$ cat src/hdl/uart_regs.svh
// Register map, bit positions and timing counts of the serial transceiver.
// Assumes an 8-bit register port with a 4-bit register index.
//
// Operation
// - Frames carry eight or nine data bits, chosen by software.
// - Parity is even, odd, mark, space, or absent.
// - Receiver takes one or two stop bits; transmitter always sends two.
// - Bit timing comes from a 16-bit prescaler built from two divisor bytes.
// - Receiver flags parity, framing, noise and overrun errors.
// - With address detect on, only characters whose last data bit is one count.
// - Receive FIFO of FIFO_DEPTH entries (2 to 7, four by default); one transmit character buffered ahead of shifter.
// - Transmitter and receiver enable separately; receive pin activity requests wake-up.
// - Interrupt from tx empty, tx idle, rx trigger level, overrun.
// - Transmit pull-up is disconnected while serial and transmit enables are set.
// - Clearing the serial or transmit enable floats both serial pins.
// - Single wire select gives half duplex on the shared pin.
// - Shared pin receives when receive enabled, else transmits when transmit enabled.
// - Both enables set in single wire mode: receiving wins.
// - In single wire mode transmit data may also drive the dedicated pin.
// - Written character moves to a hidden shifter, sent LSB first at baud rate.
// - Received bits shift in LSB first; full shifter moves into receive buffer.
// - One data address: writes feed transmitter, reads return received characters.
// - Disabling discards buffers, resets baud counter, clears enables, break, flags, count.
// - Data length select zero means 8-bit frames, one means 9-bit frames.
// - Error flags clear by status read followed by data register access.
`ifndef UART_REGS_SVH
`define UART_REGS_SVH

// ==========================================================
// Register indices
`define OFS_STATUS 4'h0
`define OFS_CTRL1 4'h1
`define OFS_CTRL2 4'h2
`define OFS_CTRL3 4'h3
`define OFS_DATA 4'h4
`define OFS_DIV_HI 4'h5
`define OFS_DIV_LO 4'h6
`define OFS_FMODE 4'h7
`define OFS_RECEIVE_FIFO_COUNT 4'h8

// ==========================================================
// Bit positions
`define S_PARITY_ERROR_FLAG 7
`define S_NF 6
`define S_FRAMING_ERROR_FLAG 5
`define S_OVERRUN_ERROR_FLAG 4
`define S_RECEIVER_IDLE_FLAG 3
`define S_RECEIVE_DATA_AVAILABLE 2
`define S_TRANSMITTER_IDLE_FLAG 1
`define S_TRANSMIT_BUFFER_EMPTY 0
`define C1_EN 7
`define C1_BNO 6
`define C1_PARITY_ENABLE 5
`define C1_PRT_HI 4
`define C1_PRT_LO 3
`define C1_BRK 2
`define C1_RX8 1
`define C1_TX8 0
`define C2_TRANSMIT_ENABLE 7
`define C2_RECEIVE_ENABLE 6
`define C2_STOP_BIT_COUNT 5
`define C2_ADDRESS_DETECT_ENABLE 4
`define C2_WAKE 3
`define C2_RIE 2
`define C2_TX_IDLE_INTERRUPT_ENABLE 1
`define C2_TX_EMPTY_INTERRUPT_ENABLE 0
`define C3_SWM 0
`define C3_MIRROR 1
`define FM_FTR_HI 1
`define FM_FTR_LO 0

// ==========================================================
// Reset values and oversampling points
`define CTRL_RST 8'h00
`define OVS_LAST 4'hf
`define SMP_A 4'h7
`define SMP_B 4'h8
`define SMP_C 4'h9

`endif

$ cat src/hdl/uart_pkg.sv
// Types shared by the serial transceiver files.
// Assumes nothing of its surroundings.
package uart_pkg;
	typedef enum logic [1:0] {PAR_EVEN, PAR_ODD, PAR_MARK, PAR_SPACE} parity_e;
	typedef enum logic [2:0] {TX_IDLE, TX_START, TX_DATA, TX_PAR, TX_STOP} tx_state_e;
	typedef enum logic [2:0] {RX_IDLE, RX_START, RX_DATA, RX_PAR, RX_STOP} rx_state_e;
endpackage

$ cat src/hdl/uart_full_half_duplex.sv
// Full or half duplex asynchronous serial transceiver with register port.
// Assumes pin inputs synchronous to mclk_in; pads resolve pins from enables.
//
// The strobed register port and the register addresses were chosen for this implementation.
`timescale 1ns/100ps
`default_nettype none
`include "uart_regs.svh"
module uart_full_half_duplex import uart_pkg::*; #(
	parameter int FIFO_DEPTH = 4
) (
	// Clock and reset
	input wire logic mclk_in,
	input wire logic rst_b_in,
	// Register port
	input wire logic [3:0] reg_addr_in,
	input wire logic [7:0] reg_wdata_in,
	input wire logic reg_wr_in,
	input wire logic reg_rd_in,
	output logic [7:0] reg_rdata_out,
	// Dedicated transmit pin
	output logic tx_pin_out,
	output logic tx_pin_oe_out,
	output logic tx_pullup_off_out,
	// Shared receive/transmit pin
	input wire logic rxtx_pin_in,
	output logic rxtx_pin_out,
	output logic rxtx_pin_oe_out,
	// Events
	output logic irq_out,
	output logic wake_req_out
);
	// ==========================================================
	// Elaboration check
	// Receive count register holds three bits
	if (FIFO_DEPTH < 2 || FIFO_DEPTH > 7) begin : g_bad_depth
		$error("FIFO_DEPTH must lie between 2 and 7");
	end

	// ==========================================================
	// Registers and decode
	logic [7:0] ctrl1_q, ctrl2_q, div_hi_q, div_lo_q, rdata_q;
	logic [1:0] ctrl3_q;
	logic [5:0] fmode_q;
	logic parity_error_flag_q, nf_q, framing_error_flag_q, overrun_error_flag_q, armed_q;
	wire wr_c1 = reg_wr_in & (reg_addr_in == `OFS_CTRL1);
	wire wr_c2 = reg_wr_in & (reg_addr_in == `OFS_CTRL2);
	wire wr_c3 = reg_wr_in & (reg_addr_in == `OFS_CTRL3);
	wire wr_hi = reg_wr_in & (reg_addr_in == `OFS_DIV_HI);
	wire wr_lo = reg_wr_in & (reg_addr_in == `OFS_DIV_LO);
	wire wr_fm = reg_wr_in & (reg_addr_in == `OFS_FMODE);
	wire wr_data = reg_wr_in & (reg_addr_in == `OFS_DATA);
	wire rd_data = reg_rd_in & (reg_addr_in == `OFS_DATA);
	wire rd_stat = reg_rd_in & (reg_addr_in == `OFS_STATUS);
	wire en = ctrl1_q[`C1_EN];
	wire data_length_select = ctrl1_q[`C1_BNO];
	wire parity_enable = ctrl1_q[`C1_PARITY_ENABLE];
	wire [1:0] prt = {ctrl1_q[`C1_PRT_HI], ctrl1_q[`C1_PRT_LO]};
	wire brk = ctrl1_q[`C1_BRK];
	wire single_wire_select = ctrl3_q[`C3_SWM];
	// Receiver has priority on the shared pin
	wire rx_on = en & ctrl2_q[`C2_RECEIVE_ENABLE];
	wire tx_run = en & ctrl2_q[`C2_TRANSMIT_ENABLE] & ~(single_wire_select & ctrl2_q[`C2_RECEIVE_ENABLE]);
	wire [15:0] divisor = {div_hi_q, div_lo_q};
	// Flags clear on data access after a status read
	wire flag_clr = (rd_data | wr_data) & armed_q;

	always_ff @(posedge mclk_in) begin
		if (!rst_b_in) begin
			ctrl1_q <= `CTRL_RST;
			ctrl2_q <= `CTRL_RST;
			ctrl3_q <= '0;
			fmode_q <= '0;
			div_hi_q <= `CTRL_RST;
			div_lo_q <= `CTRL_RST;
		end else begin
			if (wr_c1) ctrl1_q <= reg_wdata_in & ~(8'h01 << `C1_RX8);
			else if (!en) ctrl1_q[`C1_BRK] <= 1'b0;
			if (wr_c2) ctrl2_q <= reg_wdata_in;
			else if (!en) ctrl2_q[`C2_TRANSMIT_ENABLE:`C2_RECEIVE_ENABLE] <= 2'b00;
			if (wr_c3) ctrl3_q <= reg_wdata_in[1:0];
			if (wr_fm) fmode_q <= reg_wdata_in[5:0];
			if (wr_hi) div_hi_q <= reg_wdata_in;
			if (wr_lo) div_lo_q <= reg_wdata_in;
		end
	end

	// ==========================================================
	// Baud prescaler: one tick per oversample slot
	logic [15:0] baud_cnt_q;
	wire tick = (baud_cnt_q == divisor);

	always_ff @(posedge mclk_in) begin
		if (!rst_b_in || !en || tick) baud_cnt_q <= '0;
		else baud_cnt_q <= baud_cnt_q + 16'h0001;
	end

	function automatic logic par_bit(input logic [8:0] d, input logic nine,
		input logic [1:0] kind);
		logic x;
		x = nine ? ^d : ^d[7:0];
		case (parity_e'(kind))
			PAR_EVEN: par_bit = x;
			PAR_ODD: par_bit = ~x;
			PAR_MARK: par_bit = 1'b1;
			PAR_SPACE: par_bit = 1'b0;
			default: par_bit = x;
		endcase
	endfunction

	// ==========================================================
	// Transmitter
	tx_state_e tx_st_q;
	logic [8:0] tx_buf_q, tx_sh_q;
	logic tx_full_q, tx_par_q, tx_line_q;
	logic [3:0] tx_sub_q, tx_cnt_q;
	wire tx_end = tick & (tx_sub_q == `OVS_LAST);
	wire [3:0] last_bit = data_length_select ? 4'h8 : 4'h7;
	// Break holds off new characters; buffer waits for it
	wire tx_load = (tx_st_q == TX_IDLE) & tx_full_q & ~brk & tx_run;
	wire tx_idle = (tx_st_q == TX_IDLE) & ~tx_full_q & ~brk;
	logic tx_line_d;

	always_comb begin
		case (tx_st_q)
			TX_START: tx_line_d = 1'b0;
			TX_DATA: tx_line_d = tx_sh_q[0];
			TX_PAR: tx_line_d = tx_par_q;
			default: tx_line_d = 1'b1;
		endcase
		if (brk) tx_line_d = 1'b0;
	end

	always_ff @(posedge mclk_in) begin
		if (!rst_b_in || !en) begin
			tx_full_q <= 1'b0;
			tx_buf_q <= '0;
		end else if (wr_data && tx_run) begin
			tx_full_q <= 1'b1;
			tx_buf_q <= {ctrl1_q[`C1_TX8], reg_wdata_in};
		end else if (tx_load) begin
			tx_full_q <= 1'b0;
		end
	end

	always_ff @(posedge mclk_in) begin
		if (!rst_b_in || !en) begin
			tx_st_q <= TX_IDLE;
			tx_sh_q <= '0;
			tx_par_q <= 1'b0;
			tx_sub_q <= '0;
			tx_cnt_q <= '0;
		end else begin
			if (tick) tx_sub_q <= tx_sub_q + 4'h1;
			case (tx_st_q)
				TX_IDLE: if (tx_load) begin
					tx_st_q <= TX_START;
					tx_sh_q <= tx_buf_q;
					tx_par_q <= par_bit(tx_buf_q, data_length_select, prt);
					tx_sub_q <= '0;
				end
				TX_START: if (tx_end) begin
					tx_st_q <= TX_DATA;
					tx_cnt_q <= '0;
				end
				TX_DATA: if (tx_end) begin
					tx_sh_q <= {1'b0, tx_sh_q[8:1]};
					tx_cnt_q <= tx_cnt_q + 4'h1;
					if (tx_cnt_q == last_bit) begin
						tx_st_q <= parity_enable ? TX_PAR : TX_STOP;
						tx_cnt_q <= '0;
					end
				end
				TX_PAR: if (tx_end) tx_st_q <= TX_STOP;
				TX_STOP: if (tx_end) begin
					tx_cnt_q <= tx_cnt_q + 4'h1;
					if (tx_cnt_q == 4'h1) tx_st_q <= TX_IDLE;
				end
				default: tx_st_q <= TX_IDLE;
			endcase
		end
	end

	always_ff @(posedge mclk_in) begin
		if (!rst_b_in) tx_line_q <= 1'b1;
		else tx_line_q <= tx_line_d;
	end

	// ==========================================================
	// Receiver
	rx_state_e rx_st_q;
	logic [8:0] rx_sh_q;
	logic [2:0] smp_q;
	logic [3:0] rx_sub_q, rx_cnt_q;
	logic rx_prev_q, rx_nf_q, rx_pe_q, rx_fe_q;
	wire rx_line = rxtx_pin_in;
	wire rx_end = tick & (rx_sub_q == `OVS_LAST);
	wire smp_now = tick & ((rx_sub_q == `SMP_A) | (rx_sub_q == `SMP_B) |
		(rx_sub_q == `SMP_C));
	// Majority of three samples; disagreement counts as noise
	wire maj = (smp_q[0] & smp_q[1]) | (smp_q[1] & smp_q[2]) |
		(smp_q[0] & smp_q[2]);
	wire noisy = ~(&smp_q) & (|smp_q);
	wire [8:0] rx_data = data_length_select ? rx_sh_q : {1'b0, rx_sh_q[8:1]};
	wire rx_done = (rx_st_q == RX_STOP) & rx_end &
		(~ctrl2_q[`C2_STOP_BIT_COUNT] | (rx_cnt_q == 4'h1));
	wire addr_ok = ~ctrl2_q[`C2_ADDRESS_DETECT_ENABLE] | (data_length_select ? rx_data[8] : rx_data[7]);
	wire fifo_full, fifo_empty;
	wire [8:0] fifo_dout;
	wire [2:0] fifo_cnt;
	// Overrun inhibits further transfers until cleared
	wire rx_push = rx_done & addr_ok & ~fifo_full & ~overrun_error_flag_q;
	wire rx_ovr = rx_done & addr_ok & fifo_full;
	wire rx_nf_all = rx_nf_q | noisy;
	wire rx_fe_all = rx_fe_q | ~maj;

	always_ff @(posedge mclk_in) begin
		if (!rst_b_in) begin
			rx_prev_q <= 1'b1;
			smp_q <= 3'h7;
		end else begin
			rx_prev_q <= rx_line;
			if (smp_now) smp_q <= {smp_q[1:0], rx_line};
		end
	end

	always_ff @(posedge mclk_in) begin
		if (!rst_b_in || !rx_on) begin
			rx_st_q <= RX_IDLE;
			rx_sh_q <= '0;
			rx_sub_q <= '0;
			rx_cnt_q <= '0;
			rx_nf_q <= 1'b0;
			rx_pe_q <= 1'b0;
			rx_fe_q <= 1'b0;
		end else begin
			if (tick) rx_sub_q <= rx_sub_q + 4'h1;
			case (rx_st_q)
				RX_IDLE: if (rx_prev_q && !rx_line) begin
					rx_st_q <= RX_START;
					rx_sub_q <= '0;
					rx_nf_q <= 1'b0;
					rx_pe_q <= 1'b0;
					rx_fe_q <= 1'b0;
				end
				RX_START: if (rx_end) begin
					// A high start bit was a glitch
					rx_st_q <= maj ? RX_IDLE : RX_DATA;
					rx_nf_q <= noisy;
					rx_cnt_q <= '0;
				end
				RX_DATA: if (rx_end) begin
					rx_sh_q <= {maj, rx_sh_q[8:1]};
					rx_nf_q <= rx_nf_all;
					rx_cnt_q <= rx_cnt_q + 4'h1;
					if (rx_cnt_q == last_bit) begin
						rx_st_q <= parity_enable ? RX_PAR : RX_STOP;
						rx_cnt_q <= '0;
					end
				end
				RX_PAR: if (rx_end) begin
					rx_pe_q <= (maj != par_bit(rx_data, data_length_select, prt));
					rx_nf_q <= rx_nf_all;
					rx_st_q <= RX_STOP;
				end
				RX_STOP: if (rx_end) begin
					rx_fe_q <= rx_fe_all;
					rx_nf_q <= rx_nf_all;
					rx_cnt_q <= rx_cnt_q + 4'h1;
					if (rx_done) rx_st_q <= RX_IDLE;
				end
				default: rx_st_q <= RX_IDLE;
			endcase
		end
	end

	uart_rx_fifo #(
		.WIDTH(9),
		.DEPTH(FIFO_DEPTH),
		.CW(3)
	) u_rx_fifo (
		.clk_in(mclk_in),
		.rst_b_in(rst_b_in),
		.flush_in(~en),
		.push_in(rx_push),
		.din_in(rx_data),
		.pop_in(rd_data),
		.dout_out(fifo_dout),
		.count_out(fifo_cnt),
		.full_out(fifo_full),
		.empty_out(fifo_empty)
	);

	// ==========================================================
	// Status flags
	// Hardware set wins over a software clear in the same cycle
	always_ff @(posedge mclk_in) begin
		if (!rst_b_in || !en) begin
			parity_error_flag_q <= 1'b0;
			nf_q <= 1'b0;
			framing_error_flag_q <= 1'b0;
			overrun_error_flag_q <= 1'b0;
			armed_q <= 1'b0;
		end else begin
			parity_error_flag_q <= (rx_push & rx_pe_q) | (parity_error_flag_q & ~flag_clr);
			nf_q <= (rx_push & rx_nf_all) | (nf_q & ~flag_clr);
			framing_error_flag_q <= (rx_push & rx_fe_all) | (framing_error_flag_q & ~flag_clr);
			overrun_error_flag_q <= rx_ovr | (overrun_error_flag_q & ~flag_clr);
			if (rd_stat) armed_q <= 1'b1;
			else if (rd_data || wr_data) armed_q <= 1'b0;
		end
	end

	wire [2:0] trig = {1'b0, fmode_q[`FM_FTR_HI], fmode_q[`FM_FTR_LO]} + 3'h1;
	wire receive_data_available = ~fifo_empty & (fifo_cnt >= trig);
	wire transmit_buffer_empty = ~tx_full_q;
	wire receiver_idle_flag = (rx_st_q == RX_IDLE);
	wire [7:0] status = {parity_error_flag_q, nf_q, framing_error_flag_q, overrun_error_flag_q, receiver_idle_flag, receive_data_available, tx_idle,
		transmit_buffer_empty};
	wire [7:0] ctrl1_rd = {ctrl1_q[7:2], fifo_dout[8] & ~fifo_empty,
		ctrl1_q[0]};
	logic [7:0] rd_mux;

	always_comb begin
		case (reg_addr_in)
			`OFS_STATUS: rd_mux = status;
			`OFS_CTRL1: rd_mux = ctrl1_rd;
			`OFS_CTRL2: rd_mux = ctrl2_q;
			`OFS_CTRL3: rd_mux = {6'h00, ctrl3_q};
			`OFS_DATA: rd_mux = fifo_dout[7:0];
			`OFS_DIV_HI: rd_mux = div_hi_q;
			`OFS_DIV_LO: rd_mux = div_lo_q;
			`OFS_FMODE: rd_mux = {2'h0, fmode_q};
			`OFS_RECEIVE_FIFO_COUNT: rd_mux = {5'h00, fifo_cnt};
			default: rd_mux = 8'h00;
		endcase
	end

	always_ff @(posedge mclk_in) begin
		if (!rst_b_in) rdata_q <= 8'h00;
		else rdata_q <= reg_rd_in ? rd_mux : 8'h00;
	end

	// ==========================================================
	// Pins, interrupt and wake-up
	logic tx_oe_q, rxtx_oe_q, pu_off_q, irq_q, wake_q;
	wire irq_d = (ctrl2_q[`C2_RIE] & (receive_data_available | overrun_error_flag_q)) |
		(ctrl2_q[`C2_TX_IDLE_INTERRUPT_ENABLE] & tx_idle) | (ctrl2_q[`C2_TX_EMPTY_INTERRUPT_ENABLE] & transmit_buffer_empty);
	// Wake only on a fresh falling edge while the receiver rests
	wire wake_d = en & ctrl2_q[`C2_WAKE] & receiver_idle_flag & rx_prev_q & ~rx_line;

	always_ff @(posedge mclk_in) begin
		if (!rst_b_in) begin
			tx_oe_q <= 1'b0;
			rxtx_oe_q <= 1'b0;
			pu_off_q <= 1'b0;
			irq_q <= 1'b0;
			wake_q <= 1'b0;
		end else begin
			tx_oe_q <= tx_run & (~single_wire_select | ctrl3_q[`C3_MIRROR]);
			rxtx_oe_q <= tx_run & single_wire_select;
			pu_off_q <= en & ctrl2_q[`C2_TRANSMIT_ENABLE];
			irq_q <= irq_d;
			wake_q <= wake_d;
		end
	end

	assign reg_rdata_out = rdata_q;
	assign tx_pin_out = tx_line_q;
	assign rxtx_pin_out = tx_line_q;
	assign tx_pin_oe_out = tx_oe_q;
	assign rxtx_pin_oe_out = rxtx_oe_q;
	assign tx_pullup_off_out = pu_off_q;
	assign irq_out = irq_q;
	assign wake_req_out = wake_q;
endmodule // uart_full_half_duplex
`default_nettype wire

$ cat src/hdl/uart_rx_fifo.sv
// Receive character FIFO of the serial transceiver.
// Assumes one clock; push on full and pop on empty are ignored.
`timescale 1ns/100ps
`default_nettype none
module uart_rx_fifo #(
	parameter int WIDTH = 9,
	parameter int DEPTH = 4,
	parameter int CW = 3
) (
	// Clock and control
	input wire logic clk_in,
	input wire logic rst_b_in,
	input wire logic flush_in,
	// Write side
	input wire logic push_in,
	input wire logic [WIDTH-1:0] din_in,
	// Read side
	input wire logic pop_in,
	output logic [WIDTH-1:0] dout_out,
	output logic [CW-1:0] count_out,
	output logic full_out,
	output logic empty_out
);
	localparam int AW = $clog2(DEPTH);
	logic [WIDTH-1:0] mem_q [DEPTH];
	logic [AW-1:0] wr_ptr_q, rd_ptr_q;
	logic [CW-1:0] cnt_q;
	wire do_push = push_in & ~full_out;
	wire do_pop = pop_in & ~empty_out;
	wire [AW-1:0] wr_next = (wr_ptr_q == AW'(DEPTH-1)) ? '0 : wr_ptr_q + 1'b1;
	wire [AW-1:0] rd_next = (rd_ptr_q == AW'(DEPTH-1)) ? '0 : rd_ptr_q + 1'b1;

	assign full_out = (cnt_q == CW'(DEPTH));
	assign empty_out = (cnt_q == '0);
	assign count_out = cnt_q;
	assign dout_out = mem_q[rd_ptr_q];

	always_ff @(posedge clk_in) begin
		if (do_push) begin
			mem_q[wr_ptr_q] <= din_in;
		end
	end

	always_ff @(posedge clk_in) begin
		if (!rst_b_in || flush_in) begin
			wr_ptr_q <= '0;
			rd_ptr_q <= '0;
			cnt_q <= '0;
		end else begin
			if (do_push) wr_ptr_q <= wr_next;
			if (do_pop) rd_ptr_q <= rd_next;
			if (do_push && !do_pop) cnt_q <= cnt_q + 1'b1;
			else if (do_pop && !do_push) cnt_q <= cnt_q - 1'b1;
		end
	end
endmodule // uart_rx_fifo
`default_nettype wire

$ cat config.mk
export PLATFORM = sky130hd
export DESIGN_NAME = uart_full_half_duplex
export DESIGN_NICKNAME = d
export VERILOG_FILES = /design/src/hdl/uart_pkg.sv /design/src/hdl/uart_full_half_duplex.sv /design/src/hdl/uart_rx_fifo.sv
export VERILOG_INCLUDE_DIRS = /design/src /design/src/hdl
export SDC_FILE = /design/constraint.sdc
export NUM_CORES = 1
export LEC_CHECK = 0
export BUFFER_PORTS_ARGS = -buffer_cell sky130_fd_sc_hd__buf_2
export CORE_UTILIZATION = 30
export CTS_CLUSTER_DIAMETER = 40
export DETAILED_ROUTE_END_ITERATION = 12
export GPL_ROUTABILITY_DRIVEN = 0
export SLEW_MARGIN = 25
export SYNTH_ARGS = -nofsm -noshare
export SYNTH_HDL_FRONTEND = slang
export SYNTH_SLANG_ARGS = --single-unit
$ cat constraint.sdc
create_clock -name mclk_in -period 3.2 [get_ports mclk_in]
set_input_delay 0.32 -clock mclk_in [delete_from_list [all_inputs] [get_ports mclk_in]]
set_output_delay 0.32 -clock mclk_in [all_outputs]
set_load 0.03 [all_outputs]
==> reports/results.md, run 1 <==
• **Critical Path End Type** flop
• **combinational family with the most area after synthesis** simple AND/OR/NAND/NOR gates
• **mean routed wirelength per cell** 16.2 um
• **setup repair after global routing missed its margin** false
• **mux share of post-synthesis cell area** 11.0%
• **fraction of the mapped netlist area in compound gates** 10.9%
• **result of the run** complete, no violations
• **total I/O pin count** 32
• **standby leakage power** 0.00338 uW
• **hold path startpoint** rxtx_pin_in
• **detailed-route DRC error count** 0
• **post-synthesis sequential area ratio** 46.3%
• **Port-buffer cells** 31
• **die outline width** 170 um
• **parity-gate share of the synthesized area counting xor and xnor cells** 6.30%
• **fraction of the mapped netlist area in simple logic gates** 19.1%
• **Unique masters post-synth** 69
• **post-synthesis average cell area** 9.83 um2
• **number of iterations in the first detailed-routing pass** 5
• **most used flip-flop cell after synthesis** sky130_fd_sc_hd__dfxtp_1
• **final-stage net count** 916
• **worst setup margin** 0.329 ns
• **clock slew at reported path FFs** 0.07 ns
• **Pwr Total** 4570 uW
• **Max rail drop VDD** 0.000300 V
• **Max H-tree Level** 4
• **Std-Cell Core Area** 0.0277 mm2
• **areal power density over the cells** 476 mW/mm2
• **net count after synthesis** 895
• **register area** 0.00390 mm2
• **Placement Setup Slack** 0.198 ns
• **TritonCTS clock tree** yes
• **first-pass GRT wire length** 32900 um
• **CP Class** flop to flop
• **Worst R2R Path Depth** 10
• **post-synthesis async set-or-reset flop share** 0%
• **number of antenna cells inserted** 0
• **routed vias/inst** 4.97
• **slack of the worst reg-to-reg path** 0.33 ns
• **remaining global-route overflow** 0
• **DPL Wire Length** 14600 um
• **worst path arrival time** 3.23 ns
• **Filler Cell Count** 2776
• **count of instances resized after the clock tree is built** 0
• **maximum fanout along the worst path** 10
• **area enclosed by the die boundary** 0.0288 mm2
• **largest area contributor in the synthesized netlist** sky130_fd_sc_hd__dfxtp_1
• **share of the core filled with cells** 34.7%
• **transition time at the pin with the least slew margin** 1.01 ns
• **remaining antenna violation count** 0
• **Setup-failing EPs final** 0
• **register bit total from synthesis** 177
• **pin count of the biggest net entering global routing** 50
• **Die Span Y** 170 um
• **Hold Crit Class** input port to flop
• **Clock Root Buffer** sky130_fd_sc_hd__clkbuf_16
• **Ys Warns** 0
• **Setup crit start kind** flop
• **count of flip-flops with a built-in enable after synthesis** 36
• **area of the multi-input gates** 0.00426 mm2
• **Hold Path End** rx_prev_q
• **layout cells sized above 1** 12.3%
• **maximum clock skew at final layout** 0.0118 ns
• **largest buffer count on any clock path** 2
• **FMAX** 348 MHz
• **worst hold slack across all endpoints** 0.141 ns
• **adder-cell share of the synthesized area** 3.17%
• **GR Util All Layers** 14.7%
• **most area-consuming cells after synthesis** sky130_fd_sc_hd__dfxtp_1, sky130_fd_sc_hd__edfxtp_1, sky130_fd_sc_hd__mux2i_1, sky130_fd_sc_hd__nor2_1, sky130_fd_sc_hd__nand2_1
• **Mapped Area** 0.00844 mm2
• **Post CTS Setup Buffer Count** 0
• **capture instance of the worst register-to-register path** u_rx_fifo.count_out[2]
• **minimum clock period after layout** 2.87 ns
• **number of sinks driven by the clock tree** 177
• **routed wire length** 20500 um
• **number of cells on the worst hold path** 2
• **growth of design area from synthesis to finish** 13.9%
• **Row Count** 61
• **Max-cap violations** 0
• **DRC marker count from the first detailed-route iteration** 533
• **area share of the leading cell type in the synthesized netlist** 33.5%
• **total count of hold-check failures in the final report** 0
• **total number of vias** 6308
• **cts bufs inserted** 17
• **most instantiated library cell after synthesis** sky130_fd_sc_hd__dfxtp_1
• **final clock period utilization by the worst path** 89.7%
• **Rel. slew slack** 31.8%
• **count of mapped cells out of synthesis** 858
• **number of slew-limit violations in the final report** 0
• **critical path required time** 3.56 ns
• **commonest cells in the synthesized netlist** sky130_fd_sc_hd__dfxtp_1, sky130_fd_sc_hd__nor2_1, sky130_fd_sc_hd__nand2_1
• **initial core utilization** 30.5%
• **start of the worst register-to-register path** rx_st_q[2]
• **hold-fix buffers at CTS** 0
• **antenna violations before repair** 0
• **accumulated negative setup slack** 0 ns
• **clock latency reported for the late side of the worst-skew pair** 0.44 ns
• **number of global-route vias before repair** 6042
## worst max-delay path, cell delays in order (launching register included)
cell,delay (ns)
sky130_fd_sc_hd__dfxtp_1,0.48
sky130_fd_sc_hd__nor3b_2,0.31
sky130_fd_sc_hd__o221ai_1,0.19
sky130_fd_sc_hd__or3_1,0.41
sky130_fd_sc_hd__nor3_2,0.15
sky130_fd_sc_hd__ha_1,0.21
sky130_fd_sc_hd__inv_1,0.06
sky130_fd_sc_hd__fa_1,0.37
sky130_fd_sc_hd__xor2_1,0.17
sky130_fd_sc_hd__or3_1,0.31
sky130_fd_sc_hd__a21oi_1,0.14
## per-stage QoR
step	std cells	cell area [um2]
after floorplan	858	8440
after CTS	1270	9610
final	1270	9610
after global routing	1270	9610
after detailed placement	1238	9010
after global placement	1238	9010
## cell type report
class	count	area share, %
Clock buffer	19	4.83
Clock inverter	13	1.42
Inverter	26	1.02
Multi-Input combinational cell	610	44.3
Sequential cell	177	40.6
Tap cell	378	4.92
Timing Repair Buffer	47	2.86
## report_power, final
part           internal [uW]  leakage (uW)  switching [uW]
logic                   55.1       0.00170             111
clock network           1190      0.000290             935
registers               2270       0.00138            8.17
## cells by family after synthesis
group / Yosys count
AO/OA/AOI/OAI: 136
flip-flops: 177
buffers and inverters: 71
multiplexers: 79
XOR/XNOR: 56
AND/OR/NAND/NOR: 318
adder cells (fa/ha/maj): 21
## sequential cells by signal (all words and copies together) (netlist names), 6 cells and up, named ones only
register,cells
tx_sh_q,9
div_lo_q,8
ctrl2_q,8
baud_cnt_q,16
reg_rdata_out,8
div_hi_q,8
rx_sh_q,9
u_rx_fifo.mem_q,36
tx_buf_q,9
fmode_q,6
ctrl1_q,7
## worst max path at each step
stage | from | end | slack, ns
2_1_floorplan | rx_cnt_q[0] | u_rx_fifo.count_out[2] | 0.25
3_3_place_gp | rx_cnt_q[0] | u_rx_fifo.count_out[2] | 0.27
3_5_place_dp | rx_cnt_q[0] | u_rx_fifo.count_out[2] | 0.20
4_1_cts | rx_cnt_q[0] | u_rx_fifo.count_out[2] | 0.18
5_1_grt | rx_cnt_q[0] | u_rx_fifo.count_out[2] | 0.10
6_report | rx_st_q[2] | u_rx_fifo.count_out[2] | 0.33
## routing by layer
| layer | GRT usage, % | routed length [um] | vias up |
|---|---|---|---|
| li1 | - | - | 3097 |
| met1 | 19.8 | 10000 | 3054 |
| met2 | 23.6 | 9550 | 133 |
| met3 | 2.68 | 656 | 24 |
| met4 | 5.17 | 288 | 0 |
| met5 | 0 | 0 | - |
## cells in the final DEF, fill, tap and decap left out, types with 24 or more instances in the layout
cell	instances
sky130_fd_sc_hd__nor2_1	88
sky130_fd_sc_hd__a21oi_1	33
sky130_fd_sc_hd__xnor2_1	24
sky130_fd_sc_hd__buf_2	31
sky130_fd_sc_hd__edfxtp_1	36
sky130_fd_sc_hd__mux2i_1	62
sky130_fd_sc_hd__inv_1	27
sky130_fd_sc_hd__nand2_1	72
sky130_fd_sc_hd__dfxtp_1	141
sky130_fd_sc_hd__nor2b_1	35
sky130_fd_sc_hd__xor2_1	29
sky130_fd_sc_hd__nand3_1	33
No activity file was read; power rests on OpenSTA's default activity.
==> inputs of run 2 (changes only) <==
clock period = 3 ns   (was 3.2 ns; I/O delays follow)
==> reports/results.md, run 2 (same netlist as run 1, synthesis figures left out) <==
• **result of the run** complete, no violations
• **Max-cap violations** 0
• **setup repair after global routing missed its margin** false
• **standby leakage power** 0.00338 uW
• **clock slew at reported path FFs** 0.07 ns
• **cts bufs inserted** 17
• **Clock Root Buffer** sky130_fd_sc_hd__clkbuf_16
• **layout cells sized above 1** 12.7%
• **remaining antenna violation count** 0
• **total number of vias** 6332
• **antenna violations before repair** 0
• **DRC marker count from the first detailed-route iteration** 388
• **worst hold slack across all endpoints** 0.124 ns
• **worst path arrival time** 3.11 ns
• **number of antenna cells inserted** 0
• **Port-buffer cells** 31
• **leading cell type in the layout, fill and taps excluded** sky130_fd_sc_hd__dfxtp_1
• **TritonCTS clock tree** yes
• **Max rail drop VDD** 0.000318 V
• **start of the worst register-to-register path** baud_cnt_q[6]
• **Setup crit start kind** flop
• **number of global-route vias before repair** 5908
• **routed wire length** 20500 um
• **hold path startpoint** rxtx_pin_in
• **remaining global-route overflow** 0
• **total I/O pin count** 32
• **DPL Wire Length** 14600 um
• **initial core utilization** 30.5%
• **share of the core filled with cells** 34.6%
• **FMAX** 363 MHz
• **Rel. slew slack** 52.1%
• **flip-flop count of the largest register, all copies and words added** 36
• **critical path required time** 3.36 ns
• **register name with the most flops** u_rx_fifo.mem_q
• **Crit. Startpoint** baud_cnt_q[6]
• **number of slew-limit violations in the final report** 0
• **Max H-tree Level** 4
• **first-pass GRT wire length** 32800 um
• **areal power density over the cells** 483 mW/mm2
• **die outline width** 170 um
• **growth of design area from synthesis to finish** 13.7%
• **transition time at the pin with the least slew margin** 0.717 ns
• **detailed-route DRC error count** 0
• **clock latency reported for the late side of the worst-skew pair** 0.43 ns
• **maximum clock skew at final layout** 0.00904 ns
• **Pwr Total** 4630 uW
• **final-stage net count** 924
• **total count of hold-check failures in the final report** 0
• **pin count of the biggest net entering global routing** 50
• **Setup-failing EPs final** 0
• **Critical Path End Type** flop
• **minimum clock period after layout** 2.75 ns
• **Std-Cell Core Area** 0.0277 mm2
• **Die Span Y** 170 um
• **area enclosed by the die boundary** 0.0288 mm2
• **Row Count** 61
• **number of sinks driven by the clock tree** 177
• **mean routed wirelength per cell** 16.0 um
• **number of iterations in the first detailed-routing pass** 5
• **Top Registers** u_rx_fifo.mem_q x36, baud_cnt_q x16
• **GR Util All Layers** 14.8%
• **CP Class** flop to flop
• **Hold Crit Class** input port to flop
• **largest buffer count on any clock path** 2
• **Post CTS Setup Buffer Count** 0
• **routed vias/inst** 4.95
• **maximum fanout along the worst path** 6
• **commonest cells after routing, fill and taps aside** sky130_fd_sc_hd__dfxtp_1, sky130_fd_sc_hd__nor2_1, sky130_fd_sc_hd__nand2_1
• **final clock period utilization by the worst path** 91.7%
• **accumulated negative setup slack** 0 ns
## run 2: changes by cell type in the layout (fill, tap and decap cells not counted), sizes merged
cell      before  now
clkinvlp       4    3
bufinv         2    0
clkinv         1    5
inv           32   31
buf           47   55
## run 2: area by class of cell
| cell class | instances | area [um2] |
|---|---|---|
| clock inverters | 13 | 86.3 |
| clock buffers | 19 | 433 |
| flip-flops and latches | 177 | 3900 |
| well taps | 378 | 473 |
| repair buffers | 55 | 335 |
| fillers | 2795 | 18100 |
| multi-input cells | 610 | 4260 |
| inverters | 26 | 97.6 |
## run 2: path summary, 6_finish.rpt
check,endpoint,slack (ns),cells past startpoint
min,rx_prev_q,0.12,2
min reg2reg,framing_error_flag_q,0.46,2
max reg2reg,u_rx_fifo.count_out[2],0.25,10
max,u_rx_fifo.count_out[2],0.25,10
## run 2: per-layer routing
| layer | global-route usage [%] | vias up | part of all wire [%] |
|---|---|---|---|
| met1 | 20.4 | 3067 | 48 |
| met3 | 2.61 | 19 | 3.8 |
| li1 | - | 3109 | - |
| met4 | 4.70 | 0 | 1.4 |
| met5 | 0 | - | 0 |
| met2 | 23.5 | 137 | 46 |
## run 2: metrics by stage
stage          cell area, um2  std cells  setup WS (ns)
6_report                 9590       1278          0.249
5_1_grt                  9590       1278         0.0365
4_1_cts                  9590       1278          0.111
3_5_place_dp             9070       1246          0.146
3_3_place_gp             9070       1246          0.162
2_1_floorplan            8440        858         0.0504
## run 2: timing repair
action                                  4_1_cts  5_1_grt
resized for setup                             0        1
endpoints found under the setup margin        0        1
hold buffers                                  0        0
hold endpoints to repair                      0        0
## run 2: worst max-delay path, stage by stage, from the launching register on
cell,delay (ns)
sky130_fd_sc_hd__dfxtp_1,0.45
sky130_fd_sc_hd__xor2_1,0.11
sky130_fd_sc_hd__nor4_2,0.36
sky130_fd_sc_hd__nand4_2,0.24
sky130_fd_sc_hd__nor3_2,0.26
sky130_fd_sc_hd__ha_1,0.21
sky130_fd_sc_hd__inv_1,0.06
sky130_fd_sc_hd__fa_1,0.37
sky130_fd_sc_hd__xor2_1,0.18
sky130_fd_sc_hd__or3_1,0.31
sky130_fd_sc_hd__a21oi_1,0.14
## run 2: where the power goes
group          internal (uW)  switching, uW  leakage [uW]
Combinational           59.6            119       0.00174
Clock                   1060            962      0.000248
Sequential              2420           9.13       0.00138
==> inputs of run 3 (changes only) <==
CORE_MARGIN = 2   (was default)
==> reports/results.md, run 3 (same netlist as run 1, synthesis figures left out) <==
• **mean routed wirelength per cell** 16.1 um
• **number of sinks driven by the clock tree** 177
• **Setup crit start kind** flop
• **first-pass GRT wire length** 33100 um
• **TritonCTS clock tree** yes
• **FMAX** 365 MHz
• **Critical Path End Type** flop
• **final instance count without filler cells** 1278
• **number of antenna cells inserted** 0
• **register name with the most flops** u_rx_fifo.mem_q
• **DPL Wire Length** 14600 um
• **setup repair after global routing missed its margin** false
• **maximum fanout along the worst path** 6
• **Top Registers** u_rx_fifo.mem_q x36, baud_cnt_q x16
• **routed vias/inst** 4.97
• **Max H-tree Level** 4
• **standby leakage power** 0.00338 uW
• **final clock period utilization by the worst path** 91.3%
• **Critical-path top delay cell** sky130_fd_sc_hd__dfxtp_1
• **pin count of the biggest net entering global routing** 50
• **maximum clock skew at final layout** 0.0138 ns
• **Detail Route met3 WL** 759 um
• **cell-by-cell listing of the critical path** xor2_1 > nor4_2 > nand4_2 > nor3_2 > ha_1 > inv_1 > fa_1 > xor2_1 > or3_1 > a21oi_1
• **largest buffer count on any clock path** 2
• **post-route cell area** 0.00962 mm2
• **CP delay by family, top** simple AND/OR/NAND/NOR gates
• **Max rail drop VDD** 0.000246 V
• **Post CTS Setup Buffer Count** 0
• **transition time at the pin with the least slew margin** 0.658 ns
• **cts bufs inserted** 17
• **worst hold slack across all endpoints** 0.118 ns
• **number of slew-limit violations in the final report** 0
• **Die Span Y** 172 um
• **max layer used** met4
• **Routed met1 length** 9840 um
• **critical path buffer and inverter count** 1
• **remaining global-route overflow** 0
• **layout cells sized above 1** 12.7%
• **Cells after DPL** 1246
• **Setup-failing EPs final** 0
• **Placed Instance Area** 0.00907 mm2
• **critical path required time** 3.37 ns
• **clock latency reported for the late side of the worst-skew pair** 0.44 ns
• **worst path arrival time** 3.11 ns
• **CP Class** flop to flop
• **Max-cap violations** 0
• **clock slew at reported path FFs** 0.07 ns
• **minimum clock period after layout** 2.74 ns
• **total count of hold-check failures in the final report** 0
• **total I/O pin count** 32
• **delay of the slowest cell on the worst path** 0.44 ns
• **die outline width** 172 um
• **remaining antenna violation count** 0
• **Row Count** 61
• **Hold Crit Class** input port to flop
• **initial core utilization** 30.5%
• **Std-Cell Core Area** 0.0277 mm2
• **number of iterations in the first detailed-routing pass** 5
• **commonest cells after routing, fill and taps aside** sky130_fd_sc_hd__dfxtp_1, sky130_fd_sc_hd__nor2_1, sky130_fd_sc_hd__nand2_1
• **result of the run** complete, no violations
• **Clock Root Buffer** sky130_fd_sc_hd__clkbuf_16
• **number of global-route vias before repair** 6025
• **antenna violations before repair** 0
• **Pwr Total** 4720 uW
• **flip-flop count of the largest register, all copies and words added** 36
• **GR Util All Layers** 14.5%
• **DRC marker count from the first detailed-route iteration** 505
• **growth of design area from synthesis to finish** 14.0%
• **final-stage net count** 924
• **wire length on met2** 9550 um
• **areal power density over the cells** 491 mW/mm2
• **total number of vias** 6351
• **detailed-route DRC error count** 0
• **area enclosed by the die boundary** 0.0295 mm2
• **most repeated library cell on the critical path** sky130_fd_sc_hd__xor2_1
• **leading cell type in the layout, fill and taps excluded** sky130_fd_sc_hd__dfxtp_1
• **routed wire length** 20600 um
• **Rel. slew slack** 56.1%
• **Port-buffer cells** 31
• **accumulated negative setup slack** 0 ns
run 3: cell count changes in the layout (fill, tap and decap cells not counted), sizes merged:
cell and change:
bufinv +1, clkbuf -1, clkinv +2, clkinvlp +1, inv -3
run 3: final timing paths:
kind / start / end / slack, ns / cells after the start
max: baud_cnt_q[6] / u_rx_fifo.count_out[2] / 0.26 / 10
min: rxtx_pin_in / rx_prev_q / 0.12 / 2
max reg2reg: baud_cnt_q[6] / u_rx_fifo.count_out[2] / 0.26 / 10
min reg2reg: nf_q / nf_q / 0.46 / 2
run 3: where the power goes:
part | total, uW | internal, uW | leakage [uW] | switching (uW)
clock network | 2110 | 1140 | 0.000253 | 973
registers | 2430 | 2420 | 0.00138 | 9.16
logic | 177 | 59.4 | 0.00174 | 118
total | 4720 | 3620 | 0.00338 | 1100
run 3: area by class of cell:
cell class,count,area (um2)
Clock inverter,14,116
Fill cell,2834,18100
Multi-Input combinational cell,610,4260
Tap cell,378,473
Inverter,26,97.6
Timing Repair Buffer,55,335
Sequential cell,177,3900
Clock buffer,18,429
run 3: per-layer routing:
metal  GRT usage [%]  up-vias
met4            6.34        0
met3            1.86       30
met1            19.7     3067
met2            23.1      143
li1                -     3111
met5               0        -
run 3: stage by stage:
step / util (%) / setup WS (ns)
after global placement: 32.7 / 0.184
final: 34.7 / 0.262
after detailed placement: 32.7 / 0.119
after global routing: 34.7 / 0.0615
after floorplan: - / 0.0504
after CTS: 34.7 / 0.0968
run 3: what timing repair did:
item | 4_1_cts | 5_1_grt
hold buffers | 0 | 0
endpoints found under the hold margin | 0 | 0
endpoints found under the setup margin | 0 | 1
resized for setup | 0 | 1
